$ cat src/hw/slb_pkg.sv
// Constants for the buffered serial link block: register map, fields, states.
// Assumes an 8-bit register port with byte addresses.
package slb_pkg;

  ////////////////////////////////////////////////////////////////////////////
  // Register addresses
  localparam logic [7:0] STAT_ADDR = 8'he8;
  localparam logic [7:0] CTRL_ADDR = 8'he9;
  localparam logic [7:0] DATA_ADDR = 8'hea;

  // Reset values
  localparam logic [7:0] CTRL_RESET = 8'h00;
  localparam logic [7:0] DATA_RESET = 8'h00;

  // Control register fields
  localparam int CTRL_IE    = 7;
  localparam int CTRL_EN    = 6;
  localparam int CTRL_ORDER = 5;
  localparam int CTRL_MASTER_SELECT  = 4;
  localparam int CTRL_CLOCK_POLARITY  = 3;
  localparam int CTRL_CLOCK_PHASE  = 2;
  localparam int CTRL_RATE1 = 1;
  localparam int CTRL_RATE0 = 0;

  // Status register fields
  localparam int STAT_DONE = 7;
  localparam int STAT_COLL = 6;
  localparam int STAT_LDWN = 5;
  localparam int STAT_BUFM = 0;

  // Half shift-clock periods in oscillator cycles for rate codes 0..3
  // Six bits wide, so the slowest half period of 32 does not wrap to zero
  localparam logic [5:0] HALF_DIV4  = 6'h02;
  localparam logic [5:0] HALF_DIV8  = 6'h04;
  localparam logic [5:0] HALF_DIV32 = 6'h10;
  localparam logic [5:0] HALF_DIV64 = 6'h20;

  // Transfer geometry
  localparam logic [3:0] LAST_MEDGE  = 4'hf;
  localparam logic [3:0] LAST_SAMPLE = 4'h7;
  localparam logic [3:0] WIN_SLOTS   = 4'h4;

  // Master sequencer states
  typedef enum logic [2:0] {
    ST_IDLE = 3'b001,
    ST_WAIT = 3'b010,
    ST_RUN  = 3'b100
  } slb_state_type;

endpackage
$ cat src/hw/slb_link_core.sv
// Byte-wide full-duplex serial link, master or slave, with optional tx buffer.
// Assumes one 10 MHz clock, synchronous active-low reset, pins synchronised here.
//
// Behaviour
// - Shift clock output as master, input as slave
// - Control bit 4 picks master, sets data directions
// - Slave needs select low; master ignores select
// - Normal master write starts clock, shifts byte
// - Start waits for next half-period prescaler tick
// - After byte: stop, done flag, read buffer
// - Interrupt needs local and global enables
// - Data address: writes to tx, reads rx
// - Normal busy write: collision flag, byte dropped
// - Buffered write fills buffer, flags full
// - Full flag clears when buffer enters shifter
// - Idle buffered write starts at once, clears
// - Load window high first four bit slots
// - Buffered byte at end chains without stopping
// - Enable bit activates interface and pins
// - Bit 5 picks LSB first, else MSB
// - Master rate: divide by 4, 8, 32, 64
// - Unloaded slave echoes last received byte
// - Slave completion can wake from idle
//
// Strobed register access was left to the implementer.
`timescale 1ns/1ps

module slb_link_core
  import slb_pkg::*;
(
  // Clock and reset
  input  wire logic       clk,
  input  wire logic       nrst,
  // Register port
  input  wire logic [7:0] regAddr,
  input  wire logic [7:0] regWrData,
  input  wire logic       regWr,
  input  wire logic       regRd,
  output logic      [7:0] regRdData,
  // System side
  input  wire logic       globalIrqEnable,
  output logic            irqRequest,
  output logic            wakeRequest,
  // Shift clock pin
  input  wire logic       sckIn,
  output logic            sckOut,
  output logic            sckOe,
  // Master-out data pin
  input  wire logic       mosiIn,
  output logic            mosiOut,
  output logic            mosiOe,
  // Master-in data pin
  input  wire logic       misoIn,
  output logic            misoOut,
  output logic            misoOe,
  // Slave select pin
  input  wire logic       selectN
);

  ////////////////////////////////////////////////////////////////////////////
  // Helpers

  // Shift one bit in at the end opposite to the output bit
  function automatic logic [7:0] shiftIn(input logic [7:0] r, input logic b, input logic lsb);
    shiftIn = lsb ? {b, r[7:1]} : {r[6:0], b};
  endfunction

  // Half shift-clock period for a rate code
  function automatic logic [5:0] halfLen(input logic [1:0] code);
    case (code)
      2'h0:    halfLen = HALF_DIV4;
      2'h1:    halfLen = HALF_DIV8;
      2'h2:    halfLen = HALF_DIV32;
      default: halfLen = HALF_DIV64;
    endcase
  endfunction

  ////////////////////////////////////////////////////////////////////////////
  // State

  logic [7:0]    ctrl_reg;
  logic          bufMode_reg;
  slb_state_type state_reg;
  logic [5:0]    preCnt_reg;
  logic          sckLevel_reg;
  logic [3:0]    edgeCnt_reg;
  logic          pending_reg;
  logic          rxBit_reg;
  logic [7:0]    shift_reg;
  logic [7:0]    rxData_reg;
  logic [7:0]    txBuf_reg;
  logic          coll_reg;
  logic          done_reg;
  logic          armed_reg;
  logic [7:0]    rdData_reg;
  logic          sckS1_reg, sckS2_reg, sckD_reg;
  logic          mosiS1_reg, mosiS2_reg;
  logic          misoS1_reg, misoS2_reg;
  logic          selS1_reg, selS2_reg;

  logic enable, masterSel, lsbFirst, clock_polarity, clock_phase;
  logic wrData, wrCtrl, wrStat, rdDataAcc, rdStat, clearAccess;
  logic slaveSel, busy, halfTick, mEdge, sEdge, lead, edgeEv;
  logic sampleEv, shiftEv, finish, chain, inBit, curBit, curPend;
  logic directLoad, normColl, bufWrite, loadWin;
  logic [7:0] finalByte;

  ////////////////////////////////////////////////////////////////////////////
  // Field and address decode

  assign enable    = ctrl_reg[CTRL_EN];
  assign masterSel = ctrl_reg[CTRL_MASTER_SELECT];
  assign lsbFirst  = ctrl_reg[CTRL_ORDER];
  assign clock_polarity      = ctrl_reg[CTRL_CLOCK_POLARITY];
  assign clock_phase      = ctrl_reg[CTRL_CLOCK_PHASE];

  // One address, two buffers: writes reach tx side, reads rx side
  assign wrData      = regWr && regAddr == DATA_ADDR;
  assign rdDataAcc   = regRd && regAddr == DATA_ADDR;
  assign wrCtrl      = regWr && regAddr == CTRL_ADDR;
  assign wrStat      = regWr && regAddr == STAT_ADDR;
  assign rdStat      = regRd && regAddr == STAT_ADDR;
  assign clearAccess = armed_reg && (wrData || rdDataAcc);

  ////////////////////////////////////////////////////////////////////////////
  // Pin synchronisers, two flops each before any logic

  always_ff @(posedge clk) begin
    if (!nrst) begin
      sckS1_reg  <= 1'b0;
      sckS2_reg  <= 1'b0;
      sckD_reg   <= 1'b0;
      mosiS1_reg <= 1'b0;
      mosiS2_reg <= 1'b0;
      misoS1_reg <= 1'b0;
      misoS2_reg <= 1'b0;
      selS1_reg  <= 1'b1;
      selS2_reg  <= 1'b1;
    end else begin
      sckS1_reg  <= sckIn;
      sckS2_reg  <= sckS1_reg;
      sckD_reg   <= sckS2_reg;
      mosiS1_reg <= mosiIn;
      mosiS2_reg <= mosiS1_reg;
      misoS1_reg <= misoIn;
      misoS2_reg <= misoS1_reg;
      selS1_reg  <= selectN;
      selS2_reg  <= selS1_reg;
    end
  end

  ////////////////////////////////////////////////////////////////////////////
  // Transfer events, common to both roles

  // Slave answers only while enabled and selected
  assign slaveSel = enable && !masterSel && !selS2_reg;
  assign busy     = masterSel ? (state_reg != ST_IDLE) : (slaveSel && (edgeCnt_reg != 4'h0 || pending_reg));

  // Prescaler runs free so a start lands on a slot boundary
  assign halfTick = preCnt_reg >= halfLen(ctrl_reg[1:0]) - 6'h01;
  assign mEdge    = enable && masterSel && state_reg == ST_RUN && halfTick;
  // Slave clock edges come from the synchronised pin, not the prescaler
  assign sEdge    = slaveSel && (sckS2_reg != sckD_reg);
  assign edgeEv   = masterSel ? mEdge : sEdge;
  assign lead     = masterSel ? (mEdge && !edgeCnt_reg[0]) : (sEdge && sckS2_reg != clock_polarity);
  // Phase 0 samples on leading edges, phase 1 on trailing
  assign sampleEv = clock_phase ? (edgeEv && !lead) : lead;
  assign shiftEv  = clock_phase ? lead : (edgeEv && !lead);
  assign finish   = masterSel ? (mEdge && edgeCnt_reg == LAST_MEDGE) : (sampleEv && edgeCnt_reg == LAST_SAMPLE);
  assign inBit    = masterSel ? misoS2_reg : mosiS2_reg;
  assign curBit   = sampleEv ? inBit : rxBit_reg;
  assign curPend  = sampleEv || pending_reg;
  assign finalByte = curPend ? shiftIn(shift_reg, curBit, lsbFirst) : shift_reg;
  assign chain    = finish && bufMode_reg && coll_reg;

  // Write classes: straight into the shifter, collision, or buffered
  assign directLoad = wrData && !busy;
  assign normColl   = wrData && busy && !bufMode_reg;
  assign bufWrite   = wrData && busy && bufMode_reg;
  assign loadWin    = busy && (masterSel ? !edgeCnt_reg[3] : edgeCnt_reg < WIN_SLOTS);

  ////////////////////////////////////////////////////////////////////////////
  // Control and mode registers

  always_ff @(posedge clk) begin
    if (!nrst) begin
      ctrl_reg <= CTRL_RESET;
    end else if (wrCtrl) begin
      ctrl_reg <= regWrData;
    end
  end

  always_ff @(posedge clk) begin
    if (!nrst) begin
      bufMode_reg <= 1'b0;
    end else if (wrStat) begin
      bufMode_reg <= regWrData[STAT_BUFM];
    end
  end

  ////////////////////////////////////////////////////////////////////////////
  // Master sequencer and shift clock

  always_ff @(posedge clk) begin
    if (!nrst) begin
      state_reg <= ST_IDLE;
    end else if (!enable || !masterSel) begin
      state_reg <= ST_IDLE;
    end else begin
      case (state_reg)
        ST_IDLE: begin
          if (directLoad) begin
            state_reg <= ST_WAIT;
          end
        end
        ST_WAIT: begin
          if (halfTick) begin
            state_reg <= ST_RUN;
          end
        end
        ST_RUN: begin
          if (finish && !chain) begin
            state_reg <= ST_IDLE;
          end
        end
        default: state_reg <= ST_IDLE;
      endcase
    end
  end

  always_ff @(posedge clk) begin
    if (!nrst) begin
      preCnt_reg <= 6'h00;
    end else if (halfTick) begin
      preCnt_reg <= 6'h00;
    end else begin
      preCnt_reg <= preCnt_reg + 6'h01;
    end
  end

  // Clock rests at the polarity level outside a run
  always_ff @(posedge clk) begin
    if (!nrst) begin
      sckLevel_reg <= 1'b0;
    end else if (state_reg != ST_RUN) begin
      sckLevel_reg <= clock_polarity;
    end else if (mEdge) begin
      sckLevel_reg <= !sckLevel_reg;
    end
  end

  ////////////////////////////////////////////////////////////////////////////
  // Bit counting and shifting

  // Master counts half periods, slave counts samples
  always_ff @(posedge clk) begin
    if (!nrst) begin
      edgeCnt_reg <= 4'h0;
    end else if (!enable || (!masterSel && !slaveSel) || directLoad || finish) begin
      edgeCnt_reg <= 4'h0;
    end else if (masterSel ? mEdge : sampleEv) begin
      edgeCnt_reg <= edgeCnt_reg + 4'h1;
    end
  end

  always_ff @(posedge clk) begin
    if (!nrst) begin
      pending_reg <= 1'b0;
      rxBit_reg   <= 1'b0;
    end else if (!enable || (!masterSel && !slaveSel) || directLoad || finish) begin
      pending_reg <= 1'b0;
    end else if (sampleEv) begin
      pending_reg <= 1'b1;
      rxBit_reg   <= inBit;
    end else if (shiftEv) begin
      pending_reg <= 1'b0;
    end
  end

  // Received byte stays in the shifter, so an unloaded slave echoes it
  always_ff @(posedge clk) begin
    if (!nrst) begin
      shift_reg <= DATA_RESET;
    end else if (directLoad) begin
      shift_reg <= regWrData;
    end else if (chain) begin
      shift_reg <= txBuf_reg;
    end else if (finish) begin
      shift_reg <= finalByte;
    end else if (shiftEv && pending_reg) begin
      shift_reg <= shiftIn(shift_reg, rxBit_reg, lsbFirst);
    end
  end

  always_ff @(posedge clk) begin
    if (!nrst) begin
      rxData_reg <= DATA_RESET;
    end else if (finish) begin
      rxData_reg <= finalByte;
    end
  end

  always_ff @(posedge clk) begin
    if (!nrst) begin
      txBuf_reg <= DATA_RESET;
    end else if (bufWrite) begin
      txBuf_reg <= regWrData;
    end
  end

  ////////////////////////////////////////////////////////////////////////////
  // Flags; a set in the clearing cycle wins

  // Status read arms the clear that a later data access performs
  always_ff @(posedge clk) begin
    if (!nrst) begin
      armed_reg <= 1'b0;
    end else if (rdStat) begin
      armed_reg <= 1'b1;
    end else if (wrData || rdDataAcc) begin
      armed_reg <= 1'b0;
    end
  end

  always_ff @(posedge clk) begin
    if (!nrst) begin
      done_reg <= 1'b0;
    end else if (finish) begin
      done_reg <= 1'b1;
    end else if (clearAccess) begin
      done_reg <= 1'b0;
    end
  end

  // Buffered mode clears only by hardware, when the byte enters the shifter
  always_ff @(posedge clk) begin
    if (!nrst) begin
      coll_reg <= 1'b0;
    end else if (normColl || bufWrite) begin
      coll_reg <= 1'b1;
    end else if (bufMode_reg ? chain : clearAccess) begin
      coll_reg <= 1'b0;
    end
  end

  ////////////////////////////////////////////////////////////////////////////
  // Register read port, data valid one cycle after the strobe

  always_ff @(posedge clk) begin
    if (!nrst) begin
      rdData_reg <= 8'h00;
    end else if (regRd) begin
      case (regAddr)
        CTRL_ADDR: rdData_reg <= ctrl_reg;
        DATA_ADDR: rdData_reg <= rxData_reg;
        STAT_ADDR: rdData_reg <= {done_reg, coll_reg, loadWin, 4'h0, bufMode_reg};
        default:   rdData_reg <= 8'h00;
      endcase
    end else begin
      rdData_reg <= 8'h00;
    end
  end

  assign regRdData = rdData_reg;

  ////////////////////////////////////////////////////////////////////////////
  // Outputs

  assign irqRequest  = done_reg && ctrl_reg[CTRL_IE] && globalIrqEnable;
  // Only a slave completion may wake the core from idle
  assign wakeRequest = done_reg && enable && !masterSel;

  // Pin drivers; a deselected slave releases its data output
  assign sckOut  = sckLevel_reg;
  assign sckOe   = enable && masterSel;
  assign mosiOut = lsbFirst ? shift_reg[0] : shift_reg[7];
  assign mosiOe  = enable && masterSel;
  assign misoOut = lsbFirst ? shift_reg[0] : shift_reg[7];
  assign misoOe  = slaveSel;
endmodule

$ cat config.mk
export PLATFORM = sky130hd
export DESIGN_NAME = slb_link_core
export DESIGN_NICKNAME = d
export VERILOG_FILES = /design/src/hw/slb_pkg.sv /design/src/hw/slb_link_core.sv
export SDC_FILE = /design/constraint.sdc
export NUM_CORES = 1
export LEC_CHECK = 0
export BUFFER_PORTS_ARGS = -buffer_cell sky130_fd_sc_hd__buf_2
export CAP_MARGIN = 10
export CORE_MARGIN = 3
export CORE_UTILIZATION = 45
export DETAILED_ROUTE_END_ITERATION = 10
export GPL_TIMING_DRIVEN = 1
export PLACE_DENSITY = 0.67
export SYNTH_ARGS = -nofsm -noshare
export SYNTH_HDL_FRONTEND = slang
export SYNTH_SLANG_ARGS = --single-unit
$ cat constraint.sdc
create_clock -name clk -period 3.2 [get_ports clk]
set_clock_uncertainty 0.05 [all_clocks]
set_input_delay 0.32 -clock clk [delete_from_list [all_inputs] [get_ports clk]]
set_output_delay 0.32 -clock clk [all_outputs]
set_load 0.05 [all_outputs]
==> impl_metrics.ini, run 1 <==
[run_status]
status = finished, final reports clean

[worst_setup_path]
arrival_ps = 3300
path_buf_inv = 1
path_cells = or2_4, ha_4, inv_1, ha_4, a21oi_4, o22ai_1, o22a_2, and3_4, or2_4, mux2_4, or4_1, a31o_1
crit_fanout = 5
start_kind = flop
crit_required_ps = 3390
worstSetupEndpointType = flop
cp_slowest_stage_delay_ps = 410
cpMaxStageDelayCell = or4_1
cp_top_family = simple AND/OR/NAND/NOR gates
worst-setup-path-type = reg -> reg

[timing]
slew_headroom_pct = 56.5
max_freq_mhz = 322
post-route-min-period_ps = 3100
hold_violations = 0
fin_ws_ps = 98.8
drv_slew = 0
worst_pin_slew_ps = 651
finalCritPeriodShare_pct = 96.9
setup_viol_count_final = 0

[grt]
grt-ovfl-total = 0
grt_pass1_wl_um = 15100
track_usage_pct = 21.7
grt_antenna_before_repair = 0
grt_max_degree = 38
grt_pass1_vias = 3075

[routing]
detail_route.wirelength_um = 9370
via_count = 3259
drc = 0
wl_per_cell_um = 16.4
via_per_inst = 5.70
dr.first_iter.drc_count = 242
final_antenna_net_count = 0
drtPass1Iterations = 5

[synthesis]
yosys.area_share.simple_pct = 22.8
synth_xor_area_share_pct = 1.99
syn_nets = 456
synth.area.mux_share_pct = 7.35
ys_seq_area_share_pct = 39.2
synth-compound-area-share_pct = 20.5
async_flop_share_pct = 0
netlist_area_sq_mm = 0.00353
synth_largest_area_cell = dfxtp_1
synth_cell_types = 55
synth_edf_count = 0
ys_ff_latch = 69
syn_inst = 422
synth_common_cells = dfxtp_1, a21oi_1, nor2_1, nand2_1, mux2i_1
synth_top_area_share_pct = 39.2
synth_top_family_by_area = simple AND/OR/NAND/NOR gates
yosys_warnings = 0
synth.avg_cell_area_sq_um = 8.36
synth.top_cells.by_area = dfxtp_1, a21oi_1, mux2i_1
ys.flop_type = dfxtp_1
synth-adder-area-share_pct = 3.19
yosysMostFrequentCell = dfxtp_1

[final_layout]
final_util_pct = 56.3
instances_no_fill = 572
multi_input_area_sq_mm = 0.00205
fillers = 716
area_growth_pct = 18.3
fin_nets = 502
final-seq-area_sq_mm = 0.00138
drive_gt1_share_pct = 20.9
antennaDiodeCount = 0

[power_and_ir_drop]
power_uw = 1770
p_per_area_mw_per_mm2 = 424
switching_share_pct = 23.7
peakVddDrop_uv = 233
pwr-share-seq_pct = 49.7
p_switching_uw = 419
p_int_uw = 1350
p_clk_share_pct = 44.8
comb_power_share_pct = 5.5
p_leak_uw = 0.00166

[clock_network]
numCtsBuffers = 9
clockBufferDepth = 2
ctsHtreeMaxLevel = 3
cts_num_sinks = 69
hold_buffers = 0
cts_tree = done
cts_root_buffer = clkbuf_8
clk_latency_ps = 350
clk_pin_slew_ps = 80

[die]
core.rowCount = 31
initial_utilization_pct = 47.6
coreArea_sq_mm = 0.00741
ioPinCount = 41
dieWidth_um = 94.5
die_y_um = 94.5
die_area_sq_mm = 0.00893

[placement]
post-place-ws_ps = 71.5
numPortBuffers = 40
routabilityCongestion = 0.899
hpwl_um = 6660
dp.cells = 553

[min_path]
hp-class = in -> reg

[job]
maxCapViolations = 0
-- layout make-up --
| cell class | instances | share of cell area, % |
|---|---|---|
| clock inverter | 7 | 2.34 |
| inverter | 14 | 1.26 |
| timing repair buffer | 59 | 8.22 |
| multi-input combinational | 315 | 49.1 |
| sequential | 69 | 33.2 |
| tap | 99 | 2.97 |
| clock buffer | 9 | 2.97 |
-- worst register-to-register path, stage by stage, from the launching register on --
cell     delay [ps]
dfxtp_2         340
or2_4           260
ha_4            150
inv_1           100
ha_4            230
a21oi_4         190
o22ai_1         100
o22a_2          240
and3_4          180
or2_4           230
mux2_4          300
or4_1           410
a31o_1          220
-- worst paths after layout --
check / start / to / slack (ps) / depth (start not counted)
worst min-delay path: selectN / selS1_reg / 110 / 2
worst max-delay path: ctrl_reg[1] / shift_reg[7] / 100 / 12
worst min register to register: selS1_reg / selS2_reg / 370 / 1
worst max register to register: ctrl_reg[1] / shift_reg[7] / 100 / 12
-- power by group through the flow --
stage	logic (uW)	clock network (uW)	registers, uW
after floorplan	55.7	0	896
after global placement	85.1	0	899
after detailed placement	86.7	0	899
after CTS	87.2	802	879
after global routing	108	841	880
final	97.2	792	879
-- stage by stage --
stage               hold slack [ps]  TNS (ps)  area (sq um)
floorplan                       336     -5.82          3560
global placement                353         0          3890
detailed placement              353         0          3890
CTS                             109         0          4110
global route                    111     -24.2          4170
finish                          113         0          4170
-- what timing repair did --
| item | in CTS | in global routing |
|---|---|---|
| resized for setup | 0 | 7 |
| endpoints found under the setup margin | 0 | 3 |
| buffers inserted | 0 | 3 |
-- logic make-up (layout without fill, tap and decap cells) --
family,Yosys count,count (layout)
adder cells (fa/ha/maj),9,9
buffers and inverters,38,89
multiplexers,25,25
XOR/XNOR,8,8
AO/OA/AOI/OAI,113,113
flip-flops,69,69
AND/OR/NAND/NOR,159,159
other,1,1
-- metal layers --
metal	GRT usage, %	vias up	wire, um	share of wire [%]
li1	-	1599	-	-
met2	34.5	116	4320	46
met4	9.01	0	237	2.5
met1	28.1	1521	4220	45
met5	0	-	0	0
met3	5.42	23	589	6.3
-- placed cells by master (no fill, tap or decap), drive strengths merged, types with 2 or more instances in the layout --
cell | synthesis | final
o21ai | 15 | 15
and3 | 11 | 11
clkinvlp | 0 | 2
bufinv | 0 | 2
a21oi | 45 | 45
or3b | 4 | 4
nor3b | 4 | 4
dfxtp | 69 | 69
clkinv | 0 | 2
mux2i | 21 | 21
clkbuf | 17 | 9
nand4 | 3 | 3
inv | 14 | 15
nor3 | 12 | 12
nand3b | 2 | 2
a211oi | 3 | 3
o2111ai | 2 | 2
xnor2 | 4 | 4
xor2 | 4 | 4
mux2 | 4 | 4
and2 | 8 | 8
o211ai | 12 | 12
o21bai | 2 | 2
o22ai | 7 | 7
nor2 | 41 | 41
nor2b | 5 | 5
a22oi | 7 | 7
buf | 7 | 59
or3 | 2 | 2
o31ai | 6 | 6
nand2 | 39 | 39
nand2b | 5 | 5
or2 | 4 | 4
ha | 9 | 9
a221o | 6 | 6
nand3 | 15 | 15
Note: power is estimated with default switching activity, not from simulation.
==> inputs of run 2 (changes only) <==
--- a/config.mk
+++ b/config.mk
@@ -13,3 +13,2 @@
 export GPL_TIMING_DRIVEN = 1
-export PLACE_DENSITY = 0.67
 export SYNTH_ARGS = -nofsm -noshare
==> constraint.sdc (replaced) <==
create_clock -name clk -period 3.4 [get_ports clk]
set_clock_uncertainty 0.05 [all_clocks]
set_input_delay 0.34 -clock clk [delete_from_list [all_inputs] [get_ports clk]]
set_output_delay 0.34 -clock clk [all_outputs]
set_load 0.02 [all_outputs]
==> impl_metrics.ini, run 2 (synthesized netlist as in run 1, its figures left out) <==
[run_status]
status = finished, final reports clean

[placement]
routabilityCongestion = 0.896
dp.cells = 549
numPortBuffers = 40
hpwl_um = 6600

[clock_network]
numCtsBuffers = 9
ctsHtreeMaxLevel = 3
cts_num_sinks = 69
clk_pin_slew_ps = 80
clk_latency_ps = 340
clockBufferDepth = 2
cts_root_buffer = clkbuf_8
cts_tree = done

[power_and_ir_drop]
comb_power_share_pct = 5.5
p_switching_uw = 372
p_leak_uw = 0.00163
p_clk_share_pct = 42.1
power_uw = 1580
peakVddDrop_uv = 195
p_per_area_mw_per_mm2 = 390
p_int_uw = 1210
switching_share_pct = 23.5
pwr-share-seq_pct = 52.3

[timing]
worst_pin_slew_ps = 716
post-route-min-period_ps = 3280
hold_ws_ps = 144
hold_violations = 0
finalCritPeriodShare_pct = 96.6
setup_viol_count_final = 0
max_freq_mhz = 305
slew_headroom_pct = 52.2
drv_slew = 0

[die]
initial_utilization_pct = 47.6
ioPinCount = 41
dieWidth_um = 94.5
die_area_sq_mm = 0.00893
die_y_um = 94.5
coreArea_sq_mm = 0.00741
core.rowCount = 31

[worst_setup_path]
path_buf_inv = 1
cpMaxStageDelayCell = or4_1
crit_top_cell = ha_1
arrival_ps = 3470
cp_slowest_stage_delay_ps = 410
path_depth = 12
worst-setup-path-type = reg -> reg
worstSetupEndpointType = flop
crit_required_ps = 3590
startpoint = ctrl_reg[0]
r2r_start = ctrl_reg[0]
rr_worst_depth = 12
crit_fanout = 5
start_kind = flop
path_cells = or2_2, ha_1, inv_1, ha_1, a21oi_4, o22ai_1, o22a_1, and3_1, or2_1, mux2_4, or4_1, a31o_1
cp_top_family = simple AND/OR/NAND/NOR gates

[grt]
grt_max_degree = 38
grt_antenna_before_repair = 0
grt_pass1_vias = 2965
grt-ovfl-total = 0
track_usage_pct = 21.4
grt_pass1_wl_um = 14700

[min_path]
whs_path_depth = 2
hp-class = in -> reg
hold_start = selectN

[job]
maxCapViolations = 0

[routing]
drtPass1Iterations = 4
dr.first_iter.drc_count = 196
detail_route.wirelength_um = 9230
final_antenna_net_count = 0
wl_per_cell_um = 16.3
via_count = 3190
drc = 0
via_per_inst = 5.64

[final_layout]
fillers = 750
instances_no_fill = 566
fin_nets = 496
antennaDiodeCount = 0
area_growth_pct = 15.0
layout_common_cells = dfxtp_1, a21oi_1, nor2_1
final_util_pct = 54.7
layout_commonest_cell = dfxtp_1
drive_gt1_share_pct = 17.8
[run 2: changes by cell type in the layout (fill, tap and decap cells not counted), sizes merged]
| cell | previous run | this run |
|---|---|---|
| clkbuf | 9 | 12 |
| clkinvlp | 2 | 1 |
| bufinv | 2 | 1 |
| buf | 59 | 53 |
| inv | 15 | 14 |
[run 2: cell type report]
cell class                      instances  area (sq um)  share of cell area, %
Tap cell                               99           124                   3.05
Timing Repair Buffer                   53           298                   7.34
Clock buffer                           12           145                   3.58
Sequential cell                        69          1380                   34.1
Inverter                               14          52.6                   1.30
Clock inverter                          4          47.5                   1.17
Multi-Input combinational cell        315          2010                   49.5
[run 2: what timing repair did]
item | 4_1_cts | 5_1_grt
endpoints found under the setup margin | 0 | 1
hold buffers | 0 | 0
buffers inserted | 0 | 1
resized for setup | 0 | 3
[run 2: power by group through the flow]
stage	clock network (uW)	logic, uW	registers (uW)
6_report	666	87.5	827
5_1_grt	718	97.2	828
4_1_cts	680	83.4	827
3_5_place_dp	0	82.6	846
3_3_place_gp	0	81.7	846
2_1_floorplan	0	51.8	843
[run 2: path summary, 6_finish.rpt]
path                                      to  slack (ps)
worst max-delay path            shift_reg[7]         120
worst min-delay path               selS1_reg         140
worst max register to register  shift_reg[7]         120
worst min register to register     selS2_reg         370
[run 2: per-stage QoR]
stage               cell area, sq um  setup TNS [ps]  setup WS (ps)
detailed placement              3830               0            115
CTS                             4030               0           97.9
global placement                3830               0            184
global route                    4060           -22.6          -22.6
floorplan                       3540               0           62.5
finish                          4060               0            117
[run 2: routing by layer]
metal	global-route usage [%]	part of all wire [%]
met5	0	0
met4	9.25	2.3
met3	3.35	5.9
met2	33.5	45
met1	29.1	47
